==> config.mk <==
export PLATFORM = sky130hd
export DESIGN_NAME = ata_write_smart
export DESIGN_NICKNAME = d
export VERILOG_FILES = /design/src/ata_cmd_pkg.sv /design/src/sector_fifo.sv /design/src/ata_write_smart.sv
export SDC_FILE = /design/constraint.sdc
export NUM_CORES = 1
export LEC_CHECK = 0
export ABC_CLOCK_PERIOD_IN_PS = 4200
export BUFFER_PORTS_ARGS = -buffer_cell sky130_fd_sc_hd__buf_2
export CORE_ASPECT_RATIO = 0.9
export CORE_MARGIN = 5
export CORE_UTILIZATION = 33
export CTS_BUF_LIST = sky130_fd_sc_hd__clkbuf_2
export CTS_CLUSTER_SIZE = 24
export DETAILED_ROUTE_END_ITERATION = 8
export PLACE_DENSITY = 0.56
export SYNTH_ARGS = -nofsm -noshare
export SYNTH_HDL_FRONTEND = slang
export SYNTH_SLANG_ARGS = --single-unit
==> constraint.sdc <==
create_clock -name core_clk_in -period 4.2 [get_ports core_clk_in]
set_clock_uncertainty 0.1 [all_clocks]
set_input_delay 0.84 -clock core_clk_in [delete_from_list [all_inputs] [get_ports core_clk_in]]
set_output_delay 0.84 -clock core_clk_in [all_outputs]
set_load 0.02 [all_outputs]
==> src/ata_cmd_pkg.sv <==
// Package with task file constants, command codes and carrier types for the command decoder.
package ata_cmd_pkg;

	// ------------------------------------------------------------------
	// Task file register selects
	// ------------------------------------------------------------------
	localparam logic [2:0] REG_DATA = 3'h0;
	localparam logic [2:0] REG_FEATURE = 3'h1;
	localparam logic [2:0] REG_COUNT = 3'h2;
	localparam logic [2:0] REG_LBA_LOW = 3'h3;
	localparam logic [2:0] REG_LBA_MID = 3'h4;
	localparam logic [2:0] REG_LBA_HIGH = 3'h5;
	localparam logic [2:0] REG_DRIVE_HEAD = 3'h6;
	localparam logic [2:0] REG_COMMAND = 3'h7;

	// ------------------------------------------------------------------
	// Command and feature codes
	// ------------------------------------------------------------------
	localparam logic [7:0] CMD_WRITE_SECTORS = 8'h30;
	localparam logic [7:0] CMD_WRITE_SECTORS_ALT = 8'h31;
	localparam logic [7:0] CMD_WRITE_NO_ERASE = 8'h38;
	localparam logic [7:0] CMD_WRITE_VERIFY = 8'h3c;
	localparam logic [7:0] CMD_SMART = 8'hb0;
	localparam logic [7:0] FEAT_READ_DATA = 8'hd0;
	localparam logic [7:0] FEAT_READ_THRESH = 8'hd1;
	localparam logic [7:0] FEAT_AUTOSAVE = 8'hd2;
	localparam logic [7:0] FEAT_ENABLE = 8'hd8;
	localparam logic [7:0] FEAT_DISABLE = 8'hd9;
	localparam logic [7:0] FEAT_STATUS = 8'hda;
	localparam logic [7:0] AUTOSAVE_COUNT_OFF = 8'h00;
	localparam logic [7:0] AUTOSAVE_COUNT_ON = 8'hf1;
	localparam logic [7:0] SMART_KEY_HIGH = 8'hc2;
	localparam logic [7:0] SMART_KEY_MID = 8'h4f;

	// ------------------------------------------------------------------
	// Field positions and reset values
	// ------------------------------------------------------------------
	localparam int DH_LBA_BIT = 6;
	localparam int DH_DRIVE_BIT = 4;
	localparam int ST_BUSY_BIT = 7;
	localparam int ST_READY_BIT = 6;
	localparam int ST_DRQ_BIT = 3;
	localparam int ST_ERR_BIT = 0;
	localparam int ERR_ABORT_BIT = 2;
	localparam logic [7:0] DRIVE_HEAD_RESET = 8'ha0;
	localparam logic [7:0] COUNT_RESET = 8'h01;
	localparam logic [7:0] LBA_LOW_RESET = 8'h01;
	localparam logic [8:0] FULL_COUNT = 9'h100;
	localparam int WORDS_PER_SECTOR = 256;
	localparam int FIFO_DEPTH = 8;

	// ------------------------------------------------------------------
	// Carrier types
	// ------------------------------------------------------------------
	typedef struct packed {
		logic wr;
		logic rd;
		logic [2:0] addr;
		logic [15:0] data;
	} host_access_type;

	typedef struct packed {
		logic [27:0] lba;
		logic verify;
		logic no_erase;
	} flash_req_type;

endpackage : ata_cmd_pkg

==> src/sector_fifo.sv <==
// Parameterised synchronous FIFO with valid and ready on both sides.
module sector_fifo #(
	parameter int WIDTH = 16,
	parameter int DEPTH = 8
) (
	input wire logic core_clk_in,
	input wire logic rst_n_in,
	input wire logic flush_in,
	input wire logic in_valid_in,
	output logic in_ready_out,
	input wire logic [WIDTH-1:0] in_data_in,
	output logic out_valid_out,
	input wire logic out_ready_in,
	output logic [WIDTH-1:0] out_data_out
);
	localparam int AW = $clog2(DEPTH);

	logic [WIDTH-1:0] mem [DEPTH];
	logic [AW-1:0] wr_ptr_reg;
	logic [AW-1:0] rd_ptr_reg;
	logic [AW:0] count_reg;
	logic push;
	logic pop;

	// Full and empty come straight from the occupancy count.
	assign in_ready_out = (count_reg != (AW+1)'(DEPTH));
	assign out_valid_out = (count_reg != '0);
	assign out_data_out = mem[rd_ptr_reg];
	assign push = in_valid_in && in_ready_out;
	assign pop = out_valid_out && out_ready_in;

	// Storage array is written without reset to keep it as plain memory.
	always_ff @(posedge core_clk_in) begin
		if (push) begin
			mem[wr_ptr_reg] <= in_data_in;
		end
	end

	// Pointers wrap at the depth; flush drops anything left from an aborted sector.
	always_ff @(posedge core_clk_in or negedge rst_n_in) begin
		if (!rst_n_in) begin
			wr_ptr_reg <= '0;
			rd_ptr_reg <= '0;
			count_reg <= '0;
		end else if (flush_in) begin
			wr_ptr_reg <= '0;
			rd_ptr_reg <= '0;
			count_reg <= '0;
		end else begin
			if (push) begin
				wr_ptr_reg <= (wr_ptr_reg == AW'(DEPTH-1)) ? '0 : wr_ptr_reg + 1'b1;
			end
			if (pop) begin
				rd_ptr_reg <= (rd_ptr_reg == AW'(DEPTH-1)) ? '0 : rd_ptr_reg + 1'b1;
			end
			count_reg <= count_reg + (AW+1)'(push) - (AW+1)'(pop);
		end
	end

endmodule : sector_fifo

==> src/ata_write_smart.sv <==
// Task file command decoder for no-erase write, write-verify and SMART commands.
module ata_write_smart #(
	parameter int DATA_W = 16,
	parameter int FIFO_DEPTH = ata_cmd_pkg::FIFO_DEPTH,
	parameter int SECTOR_WORDS = ata_cmd_pkg::WORDS_PER_SECTOR
) (
	input wire logic core_clk_in,
	input wire logic rst_n_in,
	// Host task file port.
	input wire ata_cmd_pkg::host_access_type host_in,
	output logic [15:0] host_rdata_out,
	output logic host_irq_out,
	// Flash side: requests, data and results.
	output logic flash_req_valid_out,
	output ata_cmd_pkg::flash_req_type flash_req_out,
	input wire logic flash_req_ready_in,
	output logic flash_data_valid_out,
	input wire logic flash_data_ready_in,
	output logic [DATA_W-1:0] flash_data_out,
	input wire logic flash_done_in,
	input wire logic flash_error_in,
	// SMART read source and nonvolatile enable storage.
	input wire logic [DATA_W-1:0] smart_data_in,
	input wire logic nv_smart_en_in,
	input wire logic nv_valid_in,
	output logic nv_write_out,
	output logic nv_smart_en_out
);
	localparam int CW = $clog2(SECTOR_WORDS) + 1;

	typedef enum logic [4:0] {
		ST_IDLE = 5'b00001,
		ST_ACCEPT = 5'b00010,
		ST_FILL = 5'b00100,
		ST_PROGRAM = 5'b01000,
		ST_SEND = 5'b10000
	} state_type;

	// ------------------------------------------------------------------
	// Reset release and registers
	// ------------------------------------------------------------------
	logic rst_sync1_reg;
	logic rst_sync2_reg;
	logic rst_n;
	state_type state_reg;
	logic [7:0] feature_select_reg;
	logic [7:0] transfer_sector_count_reg;
	logic [7:0] lba_low_byte_reg;
	logic [7:0] lba_mid_byte_reg;
	logic [7:0] lba_high_byte_reg;
	logic [7:0] drive_head_select_reg;
	logic busy_reg;
	logic drq_reg;
	logic err_reg;
	logic abort_reg;
	logic irq_reg;
	logic smart_en_reg;
	logic nv_loaded_reg;
	logic nv_write_reg;
	logic verify_reg;
	logic no_erase_reg;
	logic [8:0] remain_reg;
	logic [CW-1:0] word_cnt_reg;
	logic req_valid_reg;
	logic [15:0] rdata_reg;

	logic cmd_wr;
	logic [7:0] cmd_code;
	logic is_write_cmd;
	logic is_smart_cmd;
	logic feature_ok;
	logic fifo_in_valid;
	logic fifo_in_ready;
	logic data_wr;
	logic [27:0] cur_lba;
	logic [27:0] next_lba;
	logic [7:0] status_byte;
	logic last_word;
	logic cmd_refused;
	logic data_rd;

	// The release is synchronised so every flop behind the two-stage synchroniser leaves reset on the same edge.
	always_ff @(posedge core_clk_in or negedge rst_n_in) begin
		if (!rst_n_in) begin
			rst_sync1_reg <= 1'b0;
			rst_sync2_reg <= 1'b0;
		end else begin
			rst_sync1_reg <= 1'b1;
			rst_sync2_reg <= rst_sync1_reg;
		end
	end
	assign rst_n = rst_sync2_reg;

	// ------------------------------------------------------------------
	// Decode
	// ------------------------------------------------------------------
	// Commands are taken only while idle; later writes are ignored.
	assign cmd_code = host_in.data[7:0];
	assign cmd_wr = host_in.wr && host_in.addr == ata_cmd_pkg::REG_COMMAND
		&& state_reg == ST_IDLE;
	assign is_write_cmd = cmd_code == ata_cmd_pkg::CMD_WRITE_SECTORS
		|| cmd_code == ata_cmd_pkg::CMD_WRITE_SECTORS_ALT
		|| cmd_code == ata_cmd_pkg::CMD_WRITE_NO_ERASE
		|| cmd_code == ata_cmd_pkg::CMD_WRITE_VERIFY;
	assign is_smart_cmd = cmd_code == ata_cmd_pkg::CMD_SMART;
	assign cmd_refused = !is_write_cmd && !(is_smart_cmd && feature_ok
		&& (smart_en_reg || feature_select_reg == ata_cmd_pkg::FEAT_ENABLE));
	assign data_rd = host_in.rd && host_in.addr == ata_cmd_pkg::REG_DATA;

	// Six feature values are recognised; every other feature value aborts.
	always_comb begin
		unique case (feature_select_reg)
			ata_cmd_pkg::FEAT_READ_DATA,
			ata_cmd_pkg::FEAT_READ_THRESH,
			ata_cmd_pkg::FEAT_AUTOSAVE,
			ata_cmd_pkg::FEAT_ENABLE,
			ata_cmd_pkg::FEAT_DISABLE,
			ata_cmd_pkg::FEAT_STATUS: feature_ok = 1'b1;
			default: feature_ok = 1'b0;
		endcase
	end

	// Address assembly: head nibble, then high, mid and low bytes.
	assign cur_lba = {drive_head_select_reg[3:0], lba_high_byte_reg,
		lba_mid_byte_reg, lba_low_byte_reg};
	assign next_lba = cur_lba + 28'h0000001;
	assign data_wr = host_in.wr && host_in.addr == ata_cmd_pkg::REG_DATA;
	assign fifo_in_valid = data_wr && state_reg == ST_FILL && drq_reg;
	assign last_word = word_cnt_reg == CW'(SECTOR_WORDS - 1);

	// ------------------------------------------------------------------
	// Data path buffer
	// ------------------------------------------------------------------
	sector_fifo #(
		.WIDTH(DATA_W),
		.DEPTH(FIFO_DEPTH)
	) u_fifo (
		.core_clk_in(core_clk_in),
		.rst_n_in(rst_n),
		.flush_in(cmd_wr),
		.in_valid_in(fifo_in_valid),
		.in_ready_out(fifo_in_ready),
		.in_data_in(host_in.data[DATA_W-1:0]),
		.out_valid_out(flash_data_valid_out),
		.out_ready_in(flash_data_ready_in),
		.out_data_out(flash_data_out)
	);

	// ------------------------------------------------------------------
	// Task file registers
	// ------------------------------------------------------------------
	// Host writes load the block; the device advances the address per good sector.
	always_ff @(posedge core_clk_in or negedge rst_n) begin
		if (!rst_n) begin
			feature_select_reg <= 8'h00;
			transfer_sector_count_reg <= ata_cmd_pkg::COUNT_RESET;
			lba_low_byte_reg <= ata_cmd_pkg::LBA_LOW_RESET;
			lba_mid_byte_reg <= 8'h00;
			lba_high_byte_reg <= 8'h00;
			drive_head_select_reg <= ata_cmd_pkg::DRIVE_HEAD_RESET;
		end else if (state_reg == ST_PROGRAM && flash_done_in && !flash_error_in) begin
			// A failed sector leaves its own address in place for the host.
			lba_low_byte_reg <= next_lba[7:0];
			lba_mid_byte_reg <= next_lba[15:8];
			lba_high_byte_reg <= next_lba[23:16];
			drive_head_select_reg[3:0] <= next_lba[27:24];
			transfer_sector_count_reg <= transfer_sector_count_reg - 8'h01;
		end else if (host_in.wr && state_reg == ST_IDLE) begin
			unique case (host_in.addr)
				ata_cmd_pkg::REG_FEATURE: feature_select_reg <= host_in.data[7:0];
				ata_cmd_pkg::REG_COUNT: transfer_sector_count_reg <= host_in.data[7:0];
				ata_cmd_pkg::REG_LBA_LOW: lba_low_byte_reg <= host_in.data[7:0];
				ata_cmd_pkg::REG_LBA_MID: lba_mid_byte_reg <= host_in.data[7:0];
				ata_cmd_pkg::REG_LBA_HIGH: lba_high_byte_reg <= host_in.data[7:0];
				ata_cmd_pkg::REG_DRIVE_HEAD: drive_head_select_reg <= host_in.data[7:0];
				default: ;
			endcase
		end
	end

	// ------------------------------------------------------------------
	// Command sequencer
	// ------------------------------------------------------------------
	// Busy, data request and completion follow the ordinary write handshake.
	always_ff @(posedge core_clk_in or negedge rst_n) begin
		if (!rst_n) begin
			state_reg <= ST_IDLE;
			busy_reg <= 1'b0;
			drq_reg <= 1'b0;
			remain_reg <= 9'h000;
			verify_reg <= 1'b0;
			no_erase_reg <= 1'b0;
			req_valid_reg <= 1'b0;
		end else begin
			unique case (state_reg)
				ST_IDLE: begin
					if (cmd_wr && is_write_cmd) begin
						busy_reg <= 1'b1;
						// Zero requests the full 256 sectors.
						remain_reg <= (transfer_sector_count_reg == 8'h00)
							? ata_cmd_pkg::FULL_COUNT : {1'b0, transfer_sector_count_reg};
						verify_reg <= cmd_code == ata_cmd_pkg::CMD_WRITE_VERIFY;
						no_erase_reg <= cmd_code == ata_cmd_pkg::CMD_WRITE_NO_ERASE;
						state_reg <= ST_ACCEPT;
					end else if (cmd_wr && is_smart_cmd && feature_ok && smart_en_reg
						&& feature_select_reg == ata_cmd_pkg::FEAT_READ_DATA) begin
						busy_reg <= 1'b1;
						state_reg <= ST_SEND;
					end
				end
				ST_ACCEPT: begin
					busy_reg <= 1'b0;
					drq_reg <= 1'b1;
					state_reg <= ST_FILL;
				end
				ST_FILL: begin
					if (fifo_in_valid && fifo_in_ready && last_word) begin
						drq_reg <= 1'b0;
						busy_reg <= 1'b1;
						req_valid_reg <= 1'b1;
						state_reg <= ST_PROGRAM;
					end
				end
				ST_PROGRAM: begin
					if (req_valid_reg && flash_req_ready_in) begin
						req_valid_reg <= 1'b0;
					end
					// Erased or not, the flash side writes the sector; only a true fault or the last sector ends.
					if (flash_done_in) begin
						remain_reg <= remain_reg - 9'h001;
						if (flash_error_in || remain_reg == 9'h001) begin
							busy_reg <= 1'b0;
							state_reg <= ST_IDLE;
						end else begin
							busy_reg <= 1'b0;
							drq_reg <= 1'b1;
							state_reg <= ST_FILL;
						end
					end
				end
				ST_SEND: begin
					busy_reg <= 1'b0;
					drq_reg <= !(data_rd && drq_reg && last_word);
					if (drq_reg && data_rd && last_word) begin
						state_reg <= ST_IDLE;
					end
				end
				default: state_reg <= ST_IDLE;
			endcase
		end
	end

	// Word counter shared by host-to-flash fill and the one-sector SMART read.
	always_ff @(posedge core_clk_in or negedge rst_n) begin
		if (!rst_n) begin
			word_cnt_reg <= '0;
		end else if (cmd_wr) begin
			word_cnt_reg <= '0;
		end else if ((state_reg == ST_FILL && fifo_in_valid && fifo_in_ready)
			|| (state_reg == ST_SEND && drq_reg && data_rd)) begin
			word_cnt_reg <= last_word ? '0 : word_cnt_reg + 1'b1;
		end
	end

	// ------------------------------------------------------------------
	// Error, interrupt and SMART state
	// ------------------------------------------------------------------
	// Abort covers bad features, SMART while disabled and unknown opcodes.
	always_ff @(posedge core_clk_in or negedge rst_n) begin
		if (!rst_n) begin
			err_reg <= 1'b0;
			abort_reg <= 1'b0;
		end else if (cmd_wr) begin
			abort_reg <= cmd_refused;
			err_reg <= cmd_refused;
		end else if (state_reg == ST_PROGRAM && flash_done_in && flash_error_in) begin
			err_reg <= 1'b1;
		end
	end

	// Interrupt pulses when a sector ends and on abort, never at command start.
	always_ff @(posedge core_clk_in or negedge rst_n) begin
		if (!rst_n) begin
			irq_reg <= 1'b0;
		end else begin
			irq_reg <= (state_reg == ST_PROGRAM && flash_done_in)
				|| (cmd_wr && cmd_refused);
		end
	end

	// Enable state is loaded from nonvolatile storage once and written back on every enable and on a disable that clears it.
	always_ff @(posedge core_clk_in or negedge rst_n) begin
		if (!rst_n) begin
			smart_en_reg <= 1'b0;
			nv_loaded_reg <= 1'b0;
			nv_write_reg <= 1'b0;
		end else begin
			nv_write_reg <= 1'b0;
			if (!nv_loaded_reg && nv_valid_in) begin
				smart_en_reg <= nv_smart_en_in;
				nv_loaded_reg <= 1'b1;
			end else if (cmd_wr && is_smart_cmd) begin
				// Autosave is accepted and changes nothing: data is always current.
				if (feature_select_reg == ata_cmd_pkg::FEAT_ENABLE) begin
					smart_en_reg <= 1'b1;
					nv_write_reg <= 1'b1;
				end else if (feature_select_reg == ata_cmd_pkg::FEAT_DISABLE && smart_en_reg) begin
					smart_en_reg <= 1'b0;
					nv_write_reg <= 1'b1;
				end
			end
		end
	end

	// ------------------------------------------------------------------
	// Read-back and outputs
	// ------------------------------------------------------------------
	assign status_byte = {busy_reg, !busy_reg, 2'b00, drq_reg, 2'b00, err_reg};

	// Registered read data so the host port never sees a combinational path.
	always_ff @(posedge core_clk_in or negedge rst_n) begin
		if (!rst_n) begin
			rdata_reg <= 16'h0000;
		end else if (host_in.rd) begin
			unique case (host_in.addr)
				ata_cmd_pkg::REG_DATA: rdata_reg <= 16'(smart_data_in);
				ata_cmd_pkg::REG_FEATURE: rdata_reg <= {8'h00, 5'h00, abort_reg, 2'b00};
				ata_cmd_pkg::REG_COUNT: rdata_reg <= {8'h00, transfer_sector_count_reg};
				ata_cmd_pkg::REG_LBA_LOW: rdata_reg <= {8'h00, lba_low_byte_reg};
				ata_cmd_pkg::REG_LBA_MID: rdata_reg <= {8'h00, lba_mid_byte_reg};
				ata_cmd_pkg::REG_LBA_HIGH: rdata_reg <= {8'h00, lba_high_byte_reg};
				ata_cmd_pkg::REG_DRIVE_HEAD: rdata_reg <= {8'h00, drive_head_select_reg};
				ata_cmd_pkg::REG_COMMAND: rdata_reg <= {8'h00, status_byte};
				default: rdata_reg <= 16'h0000;
			endcase
		end
	end

	assign host_rdata_out = rdata_reg;
	assign host_irq_out = irq_reg;
	assign flash_req_valid_out = req_valid_reg;
	assign flash_req_out = '{lba: cur_lba, verify: verify_reg, no_erase: no_erase_reg};
	assign nv_write_out = nv_write_reg;
	assign nv_smart_en_out = smart_en_reg;

endmodule : ata_write_smart

==> reports/metrics.json <==
{
  "chipHeight": {"value": 186, "unit": "um"},
  "top_register": {"value": "u_fifo.mem"},
  "floorplan.die.width": {"value": 205, "unit": "um"},
  "clock_latency": {"value": 0.88, "unit": "ns"},
  "ys_seq_area_frac": {"value": 0.582},
  "finalMaxSlewViolations": {"value": 0},
  "clock-root-buffer": {"value": "clkbuf_2"},
  "unrepaired_setup_endpoints_after_global_routing": {"value": "no"},
  "max-slew-margin-rel": {"value": 0.334},
  "setup_violations": {"value": 0},
  "gp_routability_congestion": {"value": 0.861},
  "cts_max_path_buffers": {"value": 3},
  "ys.warnings.count": {"value": 0},
  "min_path_type": {"value": "in2reg"},
  "syn_avg_cell_area": {"value": 12.5, "unit": "um^2"},
  "drc": {"value": 0},
  "power_density": {"value": 464, "unit": "mW/mm^2"},
  "critPathRequiredTime": {"value": 3.26, "unit": "ns"},
  "pwr-share-comb": {"value": 0.270},
  "timing.final.crit_period": {"value": 3.69, "unit": "ns"},
  "p_leak": {"value": 5.10, "unit": "nW"},
  "timing.fmax": {"value": 271, "unit": "MHz"},
  "design.die.area": {"value": 0.0382, "unit": "mm^2"},
  "power.share.clock": {"value": 0.253},
  "cts_repair_resize_count": {"value": 0},
  "setup_ws_pre_cts": {"value": 0.737, "unit": "ns"},
  "grt_pass1_wl": {"value": 47400, "unit": "um"},
  "sw_frac_of_total": {"value": 0.344},
  "vias_per_inst": {"value": 5.29},
  "largest_register_ff_count": {"value": 128},
  "critical-path-max-stage-delay": {"value": 0.72, "unit": "ns"},
  "mappedNetlistNets": {"value": 971},
  "cts_buffers": {"value": 58},
  "critical_path.reg2reg.endpoint": {"value": "u_fifo.mem[1][5]"},
  "path_delay_family": {"value": "flip-flops"},
  "power_switching": {"value": 2.08, "unit": "mW"},
  "fin_hold_ws": {"value": 0.144, "unit": "ns"},
  "buffer_ports.inserted": {"value": 111},
  "cts_sinks": {"value": 238},
  "final.period_utilization": {"value": 0.878},
  "largest_net_degree_at_the_start_of_global_routing": {"value": 69},
  "timing.critical_path.buf_inv": {"value": 2},
  "floorplan.rows": {"value": 64},
  "netlist_area": {"value": 0.0113, "unit": "mm^2"},
  "syn_to_final_growth": {"value": 15.0, "unit": "%"},
  "worstMarginPinSlew": {"value": 0.989, "unit": "ns"},
  "finalWirelength": {"value": 30600, "unit": "um"},
  "finish.cell_count_without_fillers": {"value": 1566},
  "drtPass1Iterations": {"value": 5},
  "min_path_cells": {"value": 1},
  "dp_hpwl": {"value": 20500, "unit": "um"},
  "power_report.internal_total": {"value": 3.97, "unit": "mW"},
  "critical_path.slowest_cell": {"value": "dfrtp_1"},
  "final_nets": {"value": 1117},
  "initial_utilization": {"value": 0.334},
  "via_count": {"value": 8278},
  "worst_hold_path.endpoint": {"value": "u_fifo.mem[0][14]"},
  "seqPwrFrac": {"value": 0.478},
  "final.fill_count": {"value": 3387},
  "timing.max_cap.violations": {"value": 0},
  "critical_path.max_fanout": {"value": 13},
  "floorplan.io_pins": {"value": 112},
  "yosysTopAreaCell": {"value": "edfxtp_1"},
  "setup_total_neg_slack": {"value": 0, "unit": "ns"},
  "design_area": {"value": 0.0131, "unit": "mm^2"},
  "final-hold-violation-count": {"value": 0},
  "drive_gt1_frac": {"value": 0.305},
  "share_of_yosys_cell_area_claimed_by_the_top_area_cell_type": {"value": 0.339},
  "ys_top_cells_by_area": {"value": "edfxtp_1 (34%), dfrtp_1 (23%), mux4_2 (6.5%), mux2_2 (3.4%), nand2_1 (2.6%)"},
  "crit_type": {"value": "reg2out"},
  "path_cells": {"value": "buf_4 > mux4_2 > mux2_2 > buf_2"},
  "synth_enable_flop_cells": {"value": 128},
  "vdd_ir_drop_max": {"value": 0.211, "unit": "mV"},
  "via_count_of_the_first_global_routing_pass": {"value": 8271},
  "placement.cell_area": {"value": 0.0124, "unit": "mm^2"},
  "min_from": {"value": "host_in[14]"},
  "synth-seq-cells": {"value": 238},
  "coreArea": {"value": 0.0340, "unit": "mm^2"},
  "grt_overflow_total": {"value": 0},
  "synthCells": {"value": 909},
  "category_of_the_worst_setup_path_capture_point": {"value": "output pin"},
  "placed_instance_count": {"value": 1446},
  "critical_path.startpoint_type": {"value": "flop"},
  "async_flop_share": {"value": 0.462},
  "final_setup_slack_of_the_worst_path": {"value": 0.514, "unit": "ns"},
  "tritoncts": {"value": "done"},
  "antenna_violating_nets_post_route": {"value": 0},
  "track_usage": {"value": 0.159},
  "clk_pin_slew_worst_paths": {"value": 0.11, "unit": "ns"},
  "htree_num_levels": {"value": 2},
  "drt-wirelength-per-cell": {"value": 19.5, "unit": "um"},
  "most_common_flop_cell_mapped_by_yosys": {"value": "edfxtp_1"},
  "setup.reg_to_reg.worst_slack": {"value": 1.32, "unit": "ns"},
  "crit_arrival": {"value": 2.75, "unit": "ns"},
  "reg2regPathDepth": {"value": 7},
  "outcome": {"value": "complete, no violations"},
  "grt_antenna_before_repair": {"value": 4},
  "synth.lib_cells_used.distinct": {"value": 83},
  "1st_iter_drt_viols": {"value": 665},
  "r2r_start": {"value": "state_reg[1]"}
}
==> layout by cell type, fill, tap and decap left out, types with 32 or more instances in the layout <==
cell and n:
a21oi_1 48, buf_2 111, clkbuf_2 91, dfrtp_1 103, edfxtp_1 128, mux2_2 34, mux4_2 33, nand2_1 78
nor2_1 64, o21ai_0 32
==> power by group through the flow <==
stage	clock, mW	sequential, mW	combinational [mW]
after floorplan	0	2.88	1.15
after global placement	0	2.94	1.63
after detailed placement	0	2.94	1.65
after CTS	1.60	2.90	1.67
after global routing	1.72	2.92	1.79
final	1.53	2.89	1.63
==> worst max-delay path by stage <==
stage,endpoint,slack [ns],depth (start not counted),startpoint
final,flash_data_out[1],0.51,4,u_fifo.rd_ptr_reg[1]
after global routing,flash_data_out[1],0.28,4,u_fifo.rd_ptr_reg[1]
after CTS,flash_data_out[1],0.30,4,u_fifo.rd_ptr_reg[1]
after detailed placement,u_fifo.mem[1][11],0.74,8,host_in[17]
after global placement,u_fifo.mem[5][7],0.81,8,host_in[17]
after floorplan,u_fifo.mem[0][0],0.13,6,host_in[16]
==> kinds of logic after synthesis <==
| logic type | synth area share |
|---|---|
| muxes | 0.105 |
| other | 0.000330 |
| adders and majority gates | 0.0194 |
| DFF | 0.582 |
| xor gates and xnor gates | 0.00463 |
| AOI/OAI and AO/OA | 0.114 |
| buffers and inverters | 0.0330 |
| and+or+nand+nor | 0.142 |
==> metal layers <==
metal	global-route usage	share of wire
met4	0.0571	0.026
met1	0.223	0.43
met3	0.0404	0.085
met5	0	0.00072
met2	0.241	0.45
==> area by class of cell <==
class | count | area [um^2] | area share
inverters | 27 | 101 | 0.00777
repair buffers | 141 | 821 | 0.0629
multi-input cells | 589 | 4410 | 0.338
flip-flops and latches | 238 | 6610 | 0.506
well taps | 462 | 578 | 0.0443
clock buffers | 91 | 455 | 0.0349
diodes | 1 | 2.50 | 0.000192
clock inverters | 17 | 75.1 | 0.00575
==> synthesized netlist by cell type, types with 6 or more instances <==
master	instances
mux4_2	33
buf_1	7
nor2_1	64
a21oi_1	48
or3_1	11
nor4_1	12
buf_4	6
nand3_1	28
nor2b_1	9
inv_1	26
o2bb2ai_1	9
and2_1	6
clkbuf_1	32
nand4_1	11
nor3_1	28
a211oi_1	13
ha_1	16
nand2_1	78
dfrtp_1	105
a311oi_1	6
mux2_2	34
o22ai_1	6
and3_1	12
edfxtp_1	128
o211ai_1	6
o21ai_0	32
xnor2_1	6
nand2b_1	13
a31o_2	7
==> per-stage QoR <==
| step | util | total power [mW] |
|---|---|---|
| finish | 0.384 | 6.05 |
| global route | 0.384 | 6.44 |
| CTS | 0.384 | 6.17 |
| detailed placement | 0.365 | 4.60 |
| global placement | 0.365 | 4.58 |
| floorplan | - | 4.04 |
==> repair_timing <==
action,in CTS,in global routing
buffers inserted,0,0
endpoints found under the setup margin,0,0
hold endpoints to repair,12,0
hold buffers,11,0
Power figures use the tool's default switching activity.
